### src/include/pcscsv_pkg.sv
// Package for the PCS configuration and status bundles: field positions, masks, constants
package pcscsv_pkg;

    ////////////////////////////////////////////////////////////////////////////////////////////
    // Control bundle layout
    localparam int                CTRL_W          = 5;
    localparam int                CTRL_POWER_DOWN = 2;
    localparam int                CTRL_ISOLATE    = 3;
    localparam int                CTRL_AN_ENABLE  = 4;

    ////////////////////////////////////////////////////////////////////////////////////////////
    // Advertisement bundle layout
    localparam int                ADV_W           = 16;
    localparam int                ADV_SGMII_ONE   = 0;
    localparam int                ADV_FULL_DUPLEX = 5;
    localparam int                ADV_PAUSE_LO    = 7;
    localparam int                ADV_PAUSE_HI    = 8;
    localparam int                ADV_SPEED_LO    = 10;
    localparam int                ADV_SPEED_HI    = 11;
    localparam int                ADV_RFAULT_LO   = 12;
    localparam int                ADV_RFAULT_HI   = 13;
    localparam int                ADV_SGMII_DUPLX = 12;
    localparam int                ADV_SGMII_ACK   = 14;
    localparam int                ADV_SGMII_LINK  = 15;

    // Bits that carry meaning per standard; all others are dropped
    localparam logic [ADV_W-1:0]  ADV_MASK_BASEX  = 16'h31a0;
    localparam logic [ADV_W-1:0]  ADV_MASK_SGPHY  = 16'hdc01;
    localparam logic [ADV_W-1:0]  ADV_WORD_SGMAC  = 16'h4001;
    localparam logic [ADV_W-1:0]  ADV_WORD_RESET  = 16'h0000;

    // Speed code that the advertisement must never carry; SGMII PHY still passes it through and only raises adv_speed_rsvd
    localparam logic [1:0]        ADV_SPEED_RSVD  = 2'h3;

    ////////////////////////////////////////////////////////////////////////////////////////////
    // Operating standard of the advertisement former
    typedef enum logic [1:0] {
        PCSCSV_STD_BASEX,
        PCSCSV_STD_SGMII_PHY,
        PCSCSV_STD_SGMII_MAC
    } pcscsv_std_t;

    ////////////////////////////////////////////////////////////////////////////////////////////
    // Indications from the receive path of the PCS
    typedef struct packed {
        logic sync_ok;            // Code-group sync state machine reports OK
        logic autoneg_done;       // Auto-negotiation has completed
        logic xcvr_reset_done;    // Transceiver reset sequence finished
        logic config_set_rx_flag; // Configuration ordered sets being received
    } pcscsv_pcs_ind_t;

    // Status bundle, bit 2 first
    typedef struct packed {
        logic config_rx;          // Bit 2
        logic link_sync;          // Bit 1
        logic link_status;        // Bit 0
    } pcscsv_status_t;

    localparam pcscsv_status_t    STATUS_RESET    = '{config_rx: 1'b0, link_sync: 1'b0,
                                                      link_status: 1'b0};

endpackage : pcscsv_pkg

### src/verilog/pcscsv_adv_former.sv
// Forms the advertised auto-negotiation word from the user bundle and operating standard
`timescale 1ns/10ps

module pcscsv_adv_former
    import pcscsv_pkg::*;
(
    // Selection
    input  wire pcscsv_std_t      std_sel,
    // User advertisement bundle
    input  wire logic [ADV_W-1:0] advert_control_bus,
    // Formed word and checks
    output logic [ADV_W-1:0]      adv_word_next,
    output logic                  speed_code_rsvd,
    output logic                  sgmii_one_missing
);

    // Reserved bits of the active standard are masked so stray user bits never go out
    always_comb begin
        unique case (std_sel)
            PCSCSV_STD_BASEX: begin
                adv_word_next = advert_control_bus & ADV_MASK_BASEX;
            end
            PCSCSV_STD_SGMII_PHY: begin
                adv_word_next = advert_control_bus & ADV_MASK_SGPHY;
            end
            PCSCSV_STD_SGMII_MAC: begin
                adv_word_next = ADV_WORD_SGMAC;
            end
            default: begin
                adv_word_next = ADV_WORD_SGMAC;
            end
        endcase
    end

    // Checks on the user bundle, meaningful only while it is in use for SGMII PHY
    assign speed_code_rsvd   = (std_sel == PCSCSV_STD_SGMII_PHY) &&
                               (advert_control_bus[ADV_SPEED_HI:ADV_SPEED_LO] == ADV_SPEED_RSVD);
    assign sgmii_one_missing = (std_sel == PCSCSV_STD_SGMII_PHY) &&
                               !advert_control_bus[ADV_SGMII_ONE];

endmodule : pcscsv_adv_former

### src/verilog/pcscsv_top.sv
// Configuration and status bundle logic of the gigabit PCS: control, advertisement, status
`timescale 1ns/10ps

////////////////////////////////////////////////////////////////////////////////////////////////
// Behaviour
// - control bit 2 latches transceiver power-down until reset; ten-bit variant ignores it.
// - control bit 3 high isolates the client GMII; low gives normal operation.
// - control bit 4 enables auto-negotiation, only if the negotiation module exists.
// - in BASE-X, advertisement bit 5 advertises full duplex.
// - in BASE-X, advertisement bits 8:7 carry the pause capability code.
// - in SGMII, advertisement bits 11:10 carry the speed code.
// - in BASE-X, advertisement bits 13:12 carry the remote fault code.
// - in SGMII, advertisement bit 12 gives duplex; bit 13 reserved.
// - in SGMII, advertisement bit 14 carries the acknowledge flag.
// - in SGMII, advertisement bit 15 reports PHY link up or down.
// - in SGMII MAC mode the advertised word is fixed and the bundle ignored.
// - BASE-X and SGMII PHY load the advertised word from the bundle.
// - status bit 0 high only with sync, negotiation done if enabled, reset done.
// - status bit 0 equals link status with negotiation on, else status bit 1.
// - status bit 1 follows code-group sync once transceiver reset is done, without negotiation qualification.
// - status bit 2 high while configuration ordered sets are being received.
module pcscsv_top
    import pcscsv_pkg::*;
#(
    parameter bit TEN_BIT_VARIANT = 1'b0,
    parameter bit AUTONEG_PRESENT = 1'b1
)
(
    // Clock and reset
    input  wire logic              sys_clk,
    input  wire logic              arst_n,
    // Operating standard
    input  wire logic              sgmii_sel,
    input  wire logic              sgmii_phy_side,
    // User configuration bundles
    input  wire logic [CTRL_W-1:0] control_bus,
    input  wire logic [ADV_W-1:0]  advert_control_bus,
    // Indications from the PCS receive path
    input  wire pcscsv_pcs_ind_t   pcs_ind,
    // Controls toward the core
    output logic                   xcvr_power_down,
    output logic                   gmii_isolate,
    output logic                   autoneg_enable,
    output logic [ADV_W-1:0]       autoneg_advert_word,
    // Status toward the user
    output pcscsv_status_t         status_bus,
    output logic                   link_up_pulse,
    output logic                   link_down_pulse,
    output logic                   adv_speed_rsvd,
    output logic                   adv_sgmii_one_low
);

    ////////////////////////////////////////////////////////////////////////////////////////////
    // Declarations
    logic             power_down_reg;
    logic             isolate_reg;
    logic             autoneg_en_reg;
    logic [ADV_W-1:0] adv_word_reg;
    logic [ADV_W-1:0] adv_word_next;
    logic             speed_rsvd_next;
    logic             one_missing_next;
    logic             speed_rsvd_reg;
    logic             one_missing_reg;
    pcscsv_std_t      std_sel;
    pcscsv_status_t   status_reg;
    pcscsv_status_t   status_next;
    logic             link_ok_next;
    logic             link_up_reg;
    logic             link_down_reg;

    ////////////////////////////////////////////////////////////////////////////////////////////
    // Transceiver power-down; only the integrated transceiver has a low-power state to enter
    always_ff @(posedge sys_clk or negedge arst_n) begin
        if (!arst_n) begin
            power_down_reg <= 1'b0;
        end else if (!TEN_BIT_VARIANT && control_bus[CTRL_POWER_DOWN]) begin
            power_down_reg <= 1'b1;
        end
    end

    // Clearing the bit again does not wake the transceiver; reset is the only way out
    assign xcvr_power_down = power_down_reg;

    ////////////////////////////////////////////////////////////////////////////////////////////
    // GMII isolation follows the control bit one cycle later
    always_ff @(posedge sys_clk or negedge arst_n) begin
        if (!arst_n) begin
            isolate_reg <= 1'b0;
        end else begin
            isolate_reg <= control_bus[CTRL_ISOLATE];
        end
    end

    assign gmii_isolate = isolate_reg;

    ////////////////////////////////////////////////////////////////////////////////////////////
    // Auto-negotiation enable, tied off when the negotiation module is left out
    always_ff @(posedge sys_clk or negedge arst_n) begin
        if (!arst_n) begin
            autoneg_en_reg <= 1'b0;
        end else begin
            autoneg_en_reg <= AUTONEG_PRESENT && control_bus[CTRL_AN_ENABLE];
        end
    end

    assign autoneg_enable = autoneg_en_reg;

    ////////////////////////////////////////////////////////////////////////////////////////////
    // Standard decode; the MAC side of SGMII takes its word from no bundle at all
    always_comb begin
        if (!sgmii_sel) begin
            std_sel = PCSCSV_STD_BASEX;
        end else if (sgmii_phy_side) begin
            std_sel = PCSCSV_STD_SGMII_PHY;
        end else begin
            std_sel = PCSCSV_STD_SGMII_MAC;
        end
    end

    // Word former
    pcscsv_adv_former u_adv_former (
        .std_sel            (std_sel),
        .advert_control_bus (advert_control_bus),
        .adv_word_next      (adv_word_next),
        .speed_code_rsvd    (speed_rsvd_next),
        .sgmii_one_missing  (one_missing_next)
    );

    // Advertised word register, reloaded every cycle so a standard switch takes effect at the next clock edge
    always_ff @(posedge sys_clk or negedge arst_n) begin
        if (!arst_n) begin
            adv_word_reg <= ADV_WORD_RESET;
        end else begin
            adv_word_reg <= adv_word_next;
        end
    end

    assign autoneg_advert_word = adv_word_reg;

    // Flags for bundle values the link partner would misread
    always_ff @(posedge sys_clk or negedge arst_n) begin
        if (!arst_n) begin
            speed_rsvd_reg  <= 1'b0;
            one_missing_reg <= 1'b0;
        end else begin
            speed_rsvd_reg  <= speed_rsvd_next;
            one_missing_reg <= one_missing_next;
        end
    end

    assign adv_speed_rsvd    = speed_rsvd_reg;
    assign adv_sgmii_one_low = one_missing_reg;

    ////////////////////////////////////////////////////////////////////////////////////////////
    // Status: sync is taken as valid only once the transceiver is out of reset, so that
    // bit 0 and bit 1 agree exactly whenever negotiation is off
    always_comb begin
        status_next.link_sync   = pcs_ind.sync_ok && pcs_ind.xcvr_reset_done;
        link_ok_next            = status_next.link_sync &&
                                  (!autoneg_en_reg || pcs_ind.autoneg_done);
        status_next.link_status = link_ok_next;
        status_next.config_rx   = pcs_ind.config_set_rx_flag;
    end

    always_ff @(posedge sys_clk or negedge arst_n) begin
        if (!arst_n) begin
            status_reg <= STATUS_RESET;
        end else begin
            status_reg <= status_next;
        end
    end

    assign status_bus = status_reg;

    ////////////////////////////////////////////////////////////////////////////////////////////
    // Link change events, one cycle each, aligned with the status bit change
    always_ff @(posedge sys_clk or negedge arst_n) begin
        if (!arst_n) begin
            link_up_reg   <= 1'b0;
            link_down_reg <= 1'b0;
        end else begin
            link_up_reg   <= link_ok_next && !status_reg.link_status;
            link_down_reg <= !link_ok_next && status_reg.link_status;
        end
    end

    assign link_up_pulse   = link_up_reg;
    assign link_down_pulse = link_down_reg;

    ////////////////////////////////////////////////////////////////////////////////////////////
    // Assertions
    AST_PWR_DOWN_SET: assert property (
        @(posedge sys_clk) disable iff (!arst_n)
        (control_bus[CTRL_POWER_DOWN] && !TEN_BIT_VARIANT) |=> xcvr_power_down [*3])
        else $error("power-down not entered and held");

    AST_PWR_DOWN_STICKY: assert property (
        @(posedge sys_clk) disable iff (!arst_n)
        xcvr_power_down |=> xcvr_power_down)
        else $error("power-down left without reset");

    AST_PWR_DOWN_TBI: assert property (
        @(posedge sys_clk) disable iff (!arst_n)
        TEN_BIT_VARIANT |-> !xcvr_power_down)
        else $error("ten-bit variant entered power-down");

    AST_ISOLATE: assert property (
        @(posedge sys_clk) disable iff (!arst_n)
        ##1 gmii_isolate == $past(control_bus[CTRL_ISOLATE]))
        else $error("isolate does not follow control bit");

    AST_AN_ENABLE: assert property (
        @(posedge sys_clk) disable iff (!arst_n)
        $rose(control_bus[CTRL_AN_ENABLE]) |=> (autoneg_enable == AUTONEG_PRESENT))
        else $error("negotiation enable wrong");

    AST_SGMII_MAC_FIXED: assert property (
        @(posedge sys_clk) disable iff (!arst_n)
        (sgmii_sel && !sgmii_phy_side) |=> (autoneg_advert_word == 16'h4001))
        else $error("MAC side word not fixed");

    AST_BASEX_DUPLEX: assert property (
        @(posedge sys_clk) disable iff (!arst_n)
        !sgmii_sel |=> autoneg_advert_word[5] == $past(advert_control_bus[5]))
        else $error("full duplex bit not carried");

    AST_BASEX_PAUSE_FAULT: assert property (
        @(posedge sys_clk) disable iff (!arst_n)
        !sgmii_sel |=> (autoneg_advert_word[8:7] == $past(advert_control_bus[8:7])) &&
                       (autoneg_advert_word[13:12] == $past(advert_control_bus[13:12])))
        else $error("pause or remote fault not carried");

    AST_BASEX_RSVD: assert property (
        @(posedge sys_clk) disable iff (!arst_n)
        !sgmii_sel |=> (autoneg_advert_word & 16'hce5f) == 16'h0000)
        else $error("reserved bit leaked in BASE-X");

    AST_SGPHY_FIELDS: assert property (
        @(posedge sys_clk) disable iff (!arst_n)
        (sgmii_sel && sgmii_phy_side) |=>
            (autoneg_advert_word[15:10] == ($past(advert_control_bus[15:10]) & 6'h37)))
        else $error("SGMII link, ack, duplex or speed not carried");

    AST_SGPHY_RSVD: assert property (
        @(posedge sys_clk) disable iff (!arst_n)
        (sgmii_sel && sgmii_phy_side) |=> (autoneg_advert_word & 16'h23fe) == 16'h0000)
        else $error("reserved bit leaked in SGMII");

    AST_LINK_QUAL: assert property (
        @(posedge sys_clk) disable iff (!arst_n)
        status_bus.link_status |-> $past(pcs_ind.sync_ok && pcs_ind.xcvr_reset_done) &&
                                   (!$past(autoneg_en_reg) || $past(pcs_ind.autoneg_done)))
        else $error("link reported without its conditions");

    AST_LINK_NO_AN: assert property (
        @(posedge sys_clk) disable iff (!arst_n)
        !$past(autoneg_en_reg) |-> status_bus.link_status == status_bus.link_sync)
        else $error("link differs from sync with negotiation off");

    AST_SYNC_FOLLOW: assert property (
        @(posedge sys_clk) disable iff (!arst_n)
        (pcs_ind.sync_ok && pcs_ind.xcvr_reset_done) |=> status_bus.link_sync)
        else $error("sync status not reported");

    AST_CONFIG_RX: assert property (
        @(posedge sys_clk) disable iff (!arst_n)
        pcs_ind.config_set_rx_flag |=> status_bus.config_rx)
        else $error("configuration reception not reported");

    AST_CONFIG_RX_CLR: assert property (
        @(posedge sys_clk) disable iff (!arst_n)
        !pcs_ind.config_set_rx_flag |=> !status_bus.config_rx)
        else $error("configuration reception reported while absent");

    // Event pulses must line up with the status bit edge they announce
    AST_LINK_EVENT: assert property (
        @(posedge sys_clk) disable iff (!arst_n)
        $rose(status_bus.link_status) |-> link_up_pulse ##1 !link_up_pulse)
        else $error("link up event missing");

    AST_LINK_DOWN_EVENT: assert property (
        @(posedge sys_clk) disable iff (!arst_n)
        $fell(status_bus.link_status) |-> link_down_pulse ##1 !link_down_pulse)
        else $error("link down event missing");

endmodule : pcscsv_top

### config.mk
export PLATFORM = sky130hd
export DESIGN_NAME = pcscsv_top
export DESIGN_NICKNAME = d
export VERILOG_FILES = /design/src/include/pcscsv_pkg.sv /design/src/verilog/pcscsv_adv_former.sv /design/src/verilog/pcscsv_top.sv
export SDC_FILE = /design/constraint.sdc
export NUM_CORES = 1
export LEC_CHECK = 0
export ABC_AREA = 1
export ABC_CLOCK_PERIOD_IN_PS = 1300
export BUFFER_PORTS_ARGS = -buffer_cell sky130_fd_sc_hd__buf_2
export CAP_MARGIN = 25
export CORE_MARGIN = 2
export CORE_UTILIZATION = 37
export CTS_CLUSTER_SIZE = 24
export DETAILED_ROUTE_END_ITERATION = 6
export PLACE_DENSITY = 0.78
export SLEW_MARGIN = 20
export SYNTH_ARGS = -nofsm -noshare
export SYNTH_HDL_FRONTEND = slang
export SYNTH_SLANG_ARGS = --single-unit
### constraint.sdc
create_clock -name sys_clk -period 1.3 [get_ports sys_clk]
set_clock_uncertainty 0.2 [all_clocks]
set_input_delay 0 -clock sys_clk [delete_from_list [all_inputs] [get_ports sys_clk]]
set_output_delay 0 -clock sys_clk [all_outputs]
set_load 0.005 [all_outputs]
# Yosys cells after proc, flatten, opt, wreduce, memory -nomap -nowiden
# Cells that the tools add are included.
[op_classes]
n_mux = 3
n_eq_ne = 2
n_reduce_logical = 12
[ops]
columns = ["cell", "count"]
rows = [
  ["16-bit case mux with 2 select lines", 1],
  ["1-bit logical AND", 6],
  ["1-bit zero test", 4],
  ["2-bit two-way mux", 2],
  ["2-bit by 1-bit equality test with 1-bit output, second input constant", 1],
  ["2-bit equality test, second input constant", 1],
  ["2-bit zero test", 1],
  ["1-bit logical OR", 1],
]
[word_totals]
elab_cells = 28
output_inout_bits = 26
in_bits = 29
regBits = 26

# Longest topological paths before layout
# Gate-level depths: netlist of the first run.
[logic_depth]
ltp_word = 5
mapped_depth = 4
mapped_depth_nobuf = 4

# Cells and area by module
# A second synthesis of the first run with hierarchy kept.
[hier_totals]
hier_cells = 74
hier_area_um2 = 867.1
[by_module_without_submodules]
columns = ["module", "area_per_inst_um2", "instances", "seq_area_each_um2", "cells_per_inst"]
rows = [
  ["pcscsv_top", 714.4, 1, 650.6, 40],
  ["pcscsv_adv_former", 152.6, 1, 0.0, 34],
]

# Least setup slack after synthesis of the first run
# No wires, ideal clock.
[synth_path]
kind = "reg-to-reg"
startpoint = "register, netlist name xcvr_power_down"
endpoint = "register power_down_reg (netlist: xcvr_power_down)"
stages_incl_launch_ff = 2
n_path_buf = 0
synth_period_minus_slack_ns = 0.970
slack_ns = 0.330
required_ns = 0.973
arrival_ns = 0.642
setup_time_ns = 0.127
cell_sequence = "dfrtp_1 > or2_2"
[synth_rtl]
columns = ["element", "line", "rtl"]
rows = [
  ["end signal: assignment", "pcscsv_top.sv:75", "power_down_reg <= 1'b0;"],
  ["end signal: assignment", "pcscsv_top.sv:77", "power_down_reg <= 1'b1;"],
  ["end: declaration", "pcscsv_top.sv:55", "logic power_down_reg;"],
]

==> impl_metrics.toml, run 1 <==
[global_route]
first_global_vias = 642
grt_antenna_before_repair = 0
grt_use_total = 0.167
globalRouteOverflowTotal = 0
grt_pass1_wl_mm = 2.55
grt_max_degree = 21

[layout]
instances_no_fill = 154
num-fill-cells = 119
final_cell_mix = "39 x buf_2, 25 x dlygate4sd3_1, 20 x dfrtp_1, 13 x inv_1, 13 x nor2_1"
design_area_um2 = 1190
final_common_cell = "buf_2"
diodes = 0
drive_gt1_frac = 0.364
area_delta_synth_final_pct = 71.3
final_nets = 159

[placed_design]
dp_cells = 125
dpl_worst_slack_ps = 332
numPortBuffers = 40
gp_congestion = 0.649
place_area_um2 = 898
dp_hpwl_um = 902

[worst_hold_path]
min_path_type = "in2reg"
min_from = "pcs_ind[0]"
min_path_cells = 2

[critical_path]
startpoint = "arst_n"
critPathMaxFanout = 20
slowest_stage = "dlygate4sd3_1"
cp_data_arrival_time_ps = 1400
reg2reg_from = "xcvr_power_down"
worst_setup_path_start_kind = "input pin"
path_common_cell = "dlygate4sd3_1"
crit_required_ps = 1570
timing.critical_path.to_type = "asynchronous set/reset pin"
critPathBufInv = 3
crit_chain = "dlygate4sd3_1, dlygate4sd3_1, clkbuf_4"
cp.depth = 3
crit_family = "buffers and inverters"
r2r_cells = 1
cpPeakStageDelay_ps = 560
crit_type = "in2async"

[clocking]
htreeDepth = 1
cts.sinks = 20
cts_tree = "done"
path_clk_slew_ps = 100
clock_latency_ps = 280
cts_buffers = 3
post_cts_buffers = 0
cts-root-buf = "clkbuf_4"
clk_path_buf_depth = 2

[synth]
ys_seq_area_frac = 0.722
synth_area_leader_cell = "dfrtp_1"
yosys-top-cells-area = "dfrtp_1 72%, inv_1 7.0%, nor2_1 7.0%"
synth_cell_types = 11
yosysTopAreaCellShare = 0.722
synth.avg_cell_area_um2 = 11.4
ys_ff_latch = 20
synth_area_um2 = 693
synth_cells = 61
yosysWarnings = 0

[detailed_routing]
drc = 0
drtPass1Iterations = 4
vias = 621
routed_wl_mm = 1.63
ant_nets = 0
drt_iter0_markers = 6
wl_per_cell_um = 10.6
viasPerCell = 4.03

[run_status]
status = "complete, no violations"

[timing]
fin_crit_sh = 0.869
min_period_ps = 1130
drv_slew = 0
fin_ws_ps = 171
hold_violations = 0
clock.fmax_mhz = 886
fin_tns_setup_ps = 0
rsz0062_at_grt = "no"
report.final.setup_viol = 0

[floorplanning]
die_h_um = 47.3
core_um2 = 1750
io_pins = 55
die-area_um2 = 2240
fp.dieW_um = 47.3
start_util = 0.397
num_rows = 15

[pwr]
cellPowerDensity_nw_per_um2 = 979
p_leak_nw = 0.681
peakVddDrop_uv = 534
total_power_mw = 1.16

[flow_run]
maxCapViolCount = 0
## cells by family after synthesis
kind of cell / after synthesis / synth area share
compound gates: 2 / 0.0180
flops: 20 / 0.722
buf+inv: 19 / 0.135
simple gates: 19 / 0.119
other cells: 1 / 0.00541
## routing by layer
metal | routed length [um] | GRT usage
met5 | 0 | 0
met1 | 519 | 0.151
met2 | 913 | 0.338
met3 | 144 | 0.0308
met4 | 53 | 0.0889
## sequential cells by signal (all words and copies together) (netlist names)
name	count
autoneg_enable	1
status_bus	3
link_up_pulse	1
gmii_isolate	1
link_down_pulse	1
xcvr_power_down	1
adv_speed_rsvd	1
autoneg_advert_word	10
adv_sgmii_one_low	1
## power breakdown
part / internal (mW) / total (mW) / switching [mW]
logic: 0.100 / 0.172 / 0.0716
clock network: 0.170 / 0.333 / 0.163
registers: 0.650 / 0.658 / 0.00780
## timing repair
| action | CTS | global route |
|---|---|---|
| gates resized for setup | 0 | 1 |
| endpoints found under the hold margin | 40 | 6 |
| hold buffers | 29 | 2 |
| endpoints found under the setup margin | 0 | 26 |
## worst paths after layout
kind | to | slack, ps
max in group sys_clk | status_bus[0] | 270
hold / removal | status_bus[2] | 150
setup reg to reg | xcvr_power_down | 320
hold reg to reg | xcvr_power_down | 280
min in group asynchronous | link_down_pulse | 520
setup / recovery | autoneg_advert_word[0] | 170
## cell usage after synthesis, drive strengths merged
| cell type | instances |
|---|---|
| nand2 | 4 |
| nor3 | 1 |
| nor2 | 13 |
| buf | 6 |
| conb | 1 |
| dfrtp | 20 |
| inv | 13 |
| a21oi | 1 |
| or2 | 1 |
| a21boi | 1 |
## per-stage QoR
stage	util	hold WS (ps)
3_5_place_dp	0.515	-245
6_report	0.680	154
5_1_grt	0.680	163
3_3_place_gp	0.515	-251
4_1_cts	0.702	147
2_1_floorplan	-	-496
## final cells by class
cell class	count	area (um2)	area share
repair buffers	65	453	0.381
flip-flops and latches	20	500	0.421
well taps	25	31.3	0.0263
multi-input cells	27	118	0.0991
inverters	13	48.8	0.0411
clock buffers	4	36.3	0.0306
Power figures use the tool's default switching activity.
==> run 2: changes to the inputs <==
--- a/config.mk
+++ b/config.mk
@@ -14,6 +14,7 @@
 export CTS_CLUSTER_SIZE = 24
 export DETAILED_ROUTE_END_ITERATION = 6
 export PLACE_DENSITY = 0.78
+export SETUP_SLACK_MARGIN = 0.5
 export SLEW_MARGIN = 20
 export SYNTH_ARGS = -nofsm -noshare
 export SYNTH_HDL_FRONTEND = slang
==> impl_metrics.toml, run 2 (synthesis gave the netlist of run 1 again) <==
[layout]
drive_gt1_frac = 0.429
area_delta_synth_final_pct = 57.6
final_nets = 149
largest_reg_flops = 10
num-fill-cells = 150
diodes = 0
final_common_cell = "buf_2"
final_cell_mix = "40 x buf_2, 20 x dfrtp_1, 13 x nor2_1, 11 x dlygate4sd3_1, 10 x inv_1"

[run_status]
violations = "negative hold slack"
status = "finished with violations"

[critical_path]
crit_required_ps = 1100
startpoint = "status_bus[0]"
worst_setup_path_start_kind = "flop"
cpPeakStageDelay_ps = 400
crit_family = "flip-flops"
cp_data_arrival_time_ps = 810
crit_chain = "buf_2"
crit_type = "reg2out"
reg2reg_from = "xcvr_power_down"
slowest_stage = "dfrtp_1"
critPathBufInv = 1
critPathMaxFanout = 2
timing.critical_path.to_type = "output port"

[floorplanning]
io_pins = 55
fp.dieW_um = 47.3
die_h_um = 47.3
num_rows = 15
die-area_um2 = 2240
start_util = 0.397
core_um2 = 1750

[timing]
report.final.setup_viol = 0
fin_crit_sh = 0.779
drv_slew = 0
fin_ws_ps = 287
min_period_ps = 1010
hold_ws_ps = -298
clock.fmax_mhz = 987
rsz0062_at_grt = "yes"
fin_tns_setup_ps = 0
hold_violations = 37

[global_route]
first_global_vias = 449
globalRouteOverflowTotal = 0
grt_antenna_before_repair = 0
grt_pass1_wl_mm = 1.84
grt_use_total = 0.122
grt_max_degree = 21

[clocking]
cts-root-buf = "clkbuf_4"
cts.sinks = 20
clock_latency_ps = 290
cts_tree = "done"
path_clk_slew_ps = 110
hold_buffers = 14
clk_path_buf_depth = 2
htreeDepth = 1
cts_buffers = 3

[placed_design]
gp_congestion = 0.623
dp_hpwl_um = 950
dpl_worst_slack_ps = 409
numPortBuffers = 40

[detailed_routing]
ant_nets = 0
drtPass1Iterations = 4
wl_per_cell_um = 9.28
drc = 0
viasPerCell = 3.78
routed_wl_mm = 1.34
drt_iter0_markers = 5
vias = 545

[pwr]
p_leak_nw = 0.669
peakVddDrop_uv = 608
cellPowerDensity_nw_per_um2 = 1060

[flow_run]
maxCapViolCount = 0

[worst_hold_path]
min_path_type = "in2reg"
min_from = "control_bus[2]"
-- run 2: cell type report --
type	instances	area, um2	area share
Sequential cell	20	500	0.458
Timing Repair Buffer	55	355	0.325
Multi-Input combinational cell	27	120	0.110
Inverter	13	48.8	0.0447
Clock buffer	4	36.3	0.0332
Tap cell	25	31.3	0.0286
-- run 2: power by group --
group	internal, mW	leakage [nW]	switching (mW)	total [mW]
clock	0.170	0.0210	0.179	0.350
sequential	0.650	0.252	0.00680	0.657
combinational	0.0814	0.395	0.0650	0.146
total	0.902	0.669	0.251	1.15
-- run 2: worst paths after layout --
check,to,slack [ps],cells after the start
worst max-delay path,status_bus[0],290,1
worst min-delay path,xcvr_power_down,-300,2
worst max register to register,xcvr_power_down,390,1
worst min register to register,xcvr_power_down,280,1
max in group asynchronous,status_bus[0],660,2
min in group asynchronous,xcvr_power_down,-40,2
-- run 2: what timing repair did --
item                       in CTS  in global routing
setup endpoints to repair      24                 26
resized for setup               0                  6
buffers inserted                1                  0
hold endpoints to repair       40                 17
pin swaps                       0                  3
-- run 2: stage by stage --
step / power, mW / hold slack (ps) / cell area (um2) / std cells / utilization
floorplan: 0.717 / -496 / 714 / 66 / -
global placement: 0.776 / -249 / 901 / 125 / 0.516
detailed placement: 0.780 / -241 / 901 / 125 / 0.516
CTS: 1.16 / -304 / 1080 / 144 / 0.622
global route: 1.21 / -315 / 1090 / 144 / 0.626
finish: 1.15 / -298 / 1090 / 144 / 0.626
-- run 2: per-layer routing --
metal / up-vias / GRT usage / routed length, um
li1: 275 / - / -
met1: 234 / 0.128 / 478
met2: 34 / 0.222 / 704
met3: 2 / 0.0269 / 147
met4: 0 / 0.0667 / 5
met5: - / 0 / 0
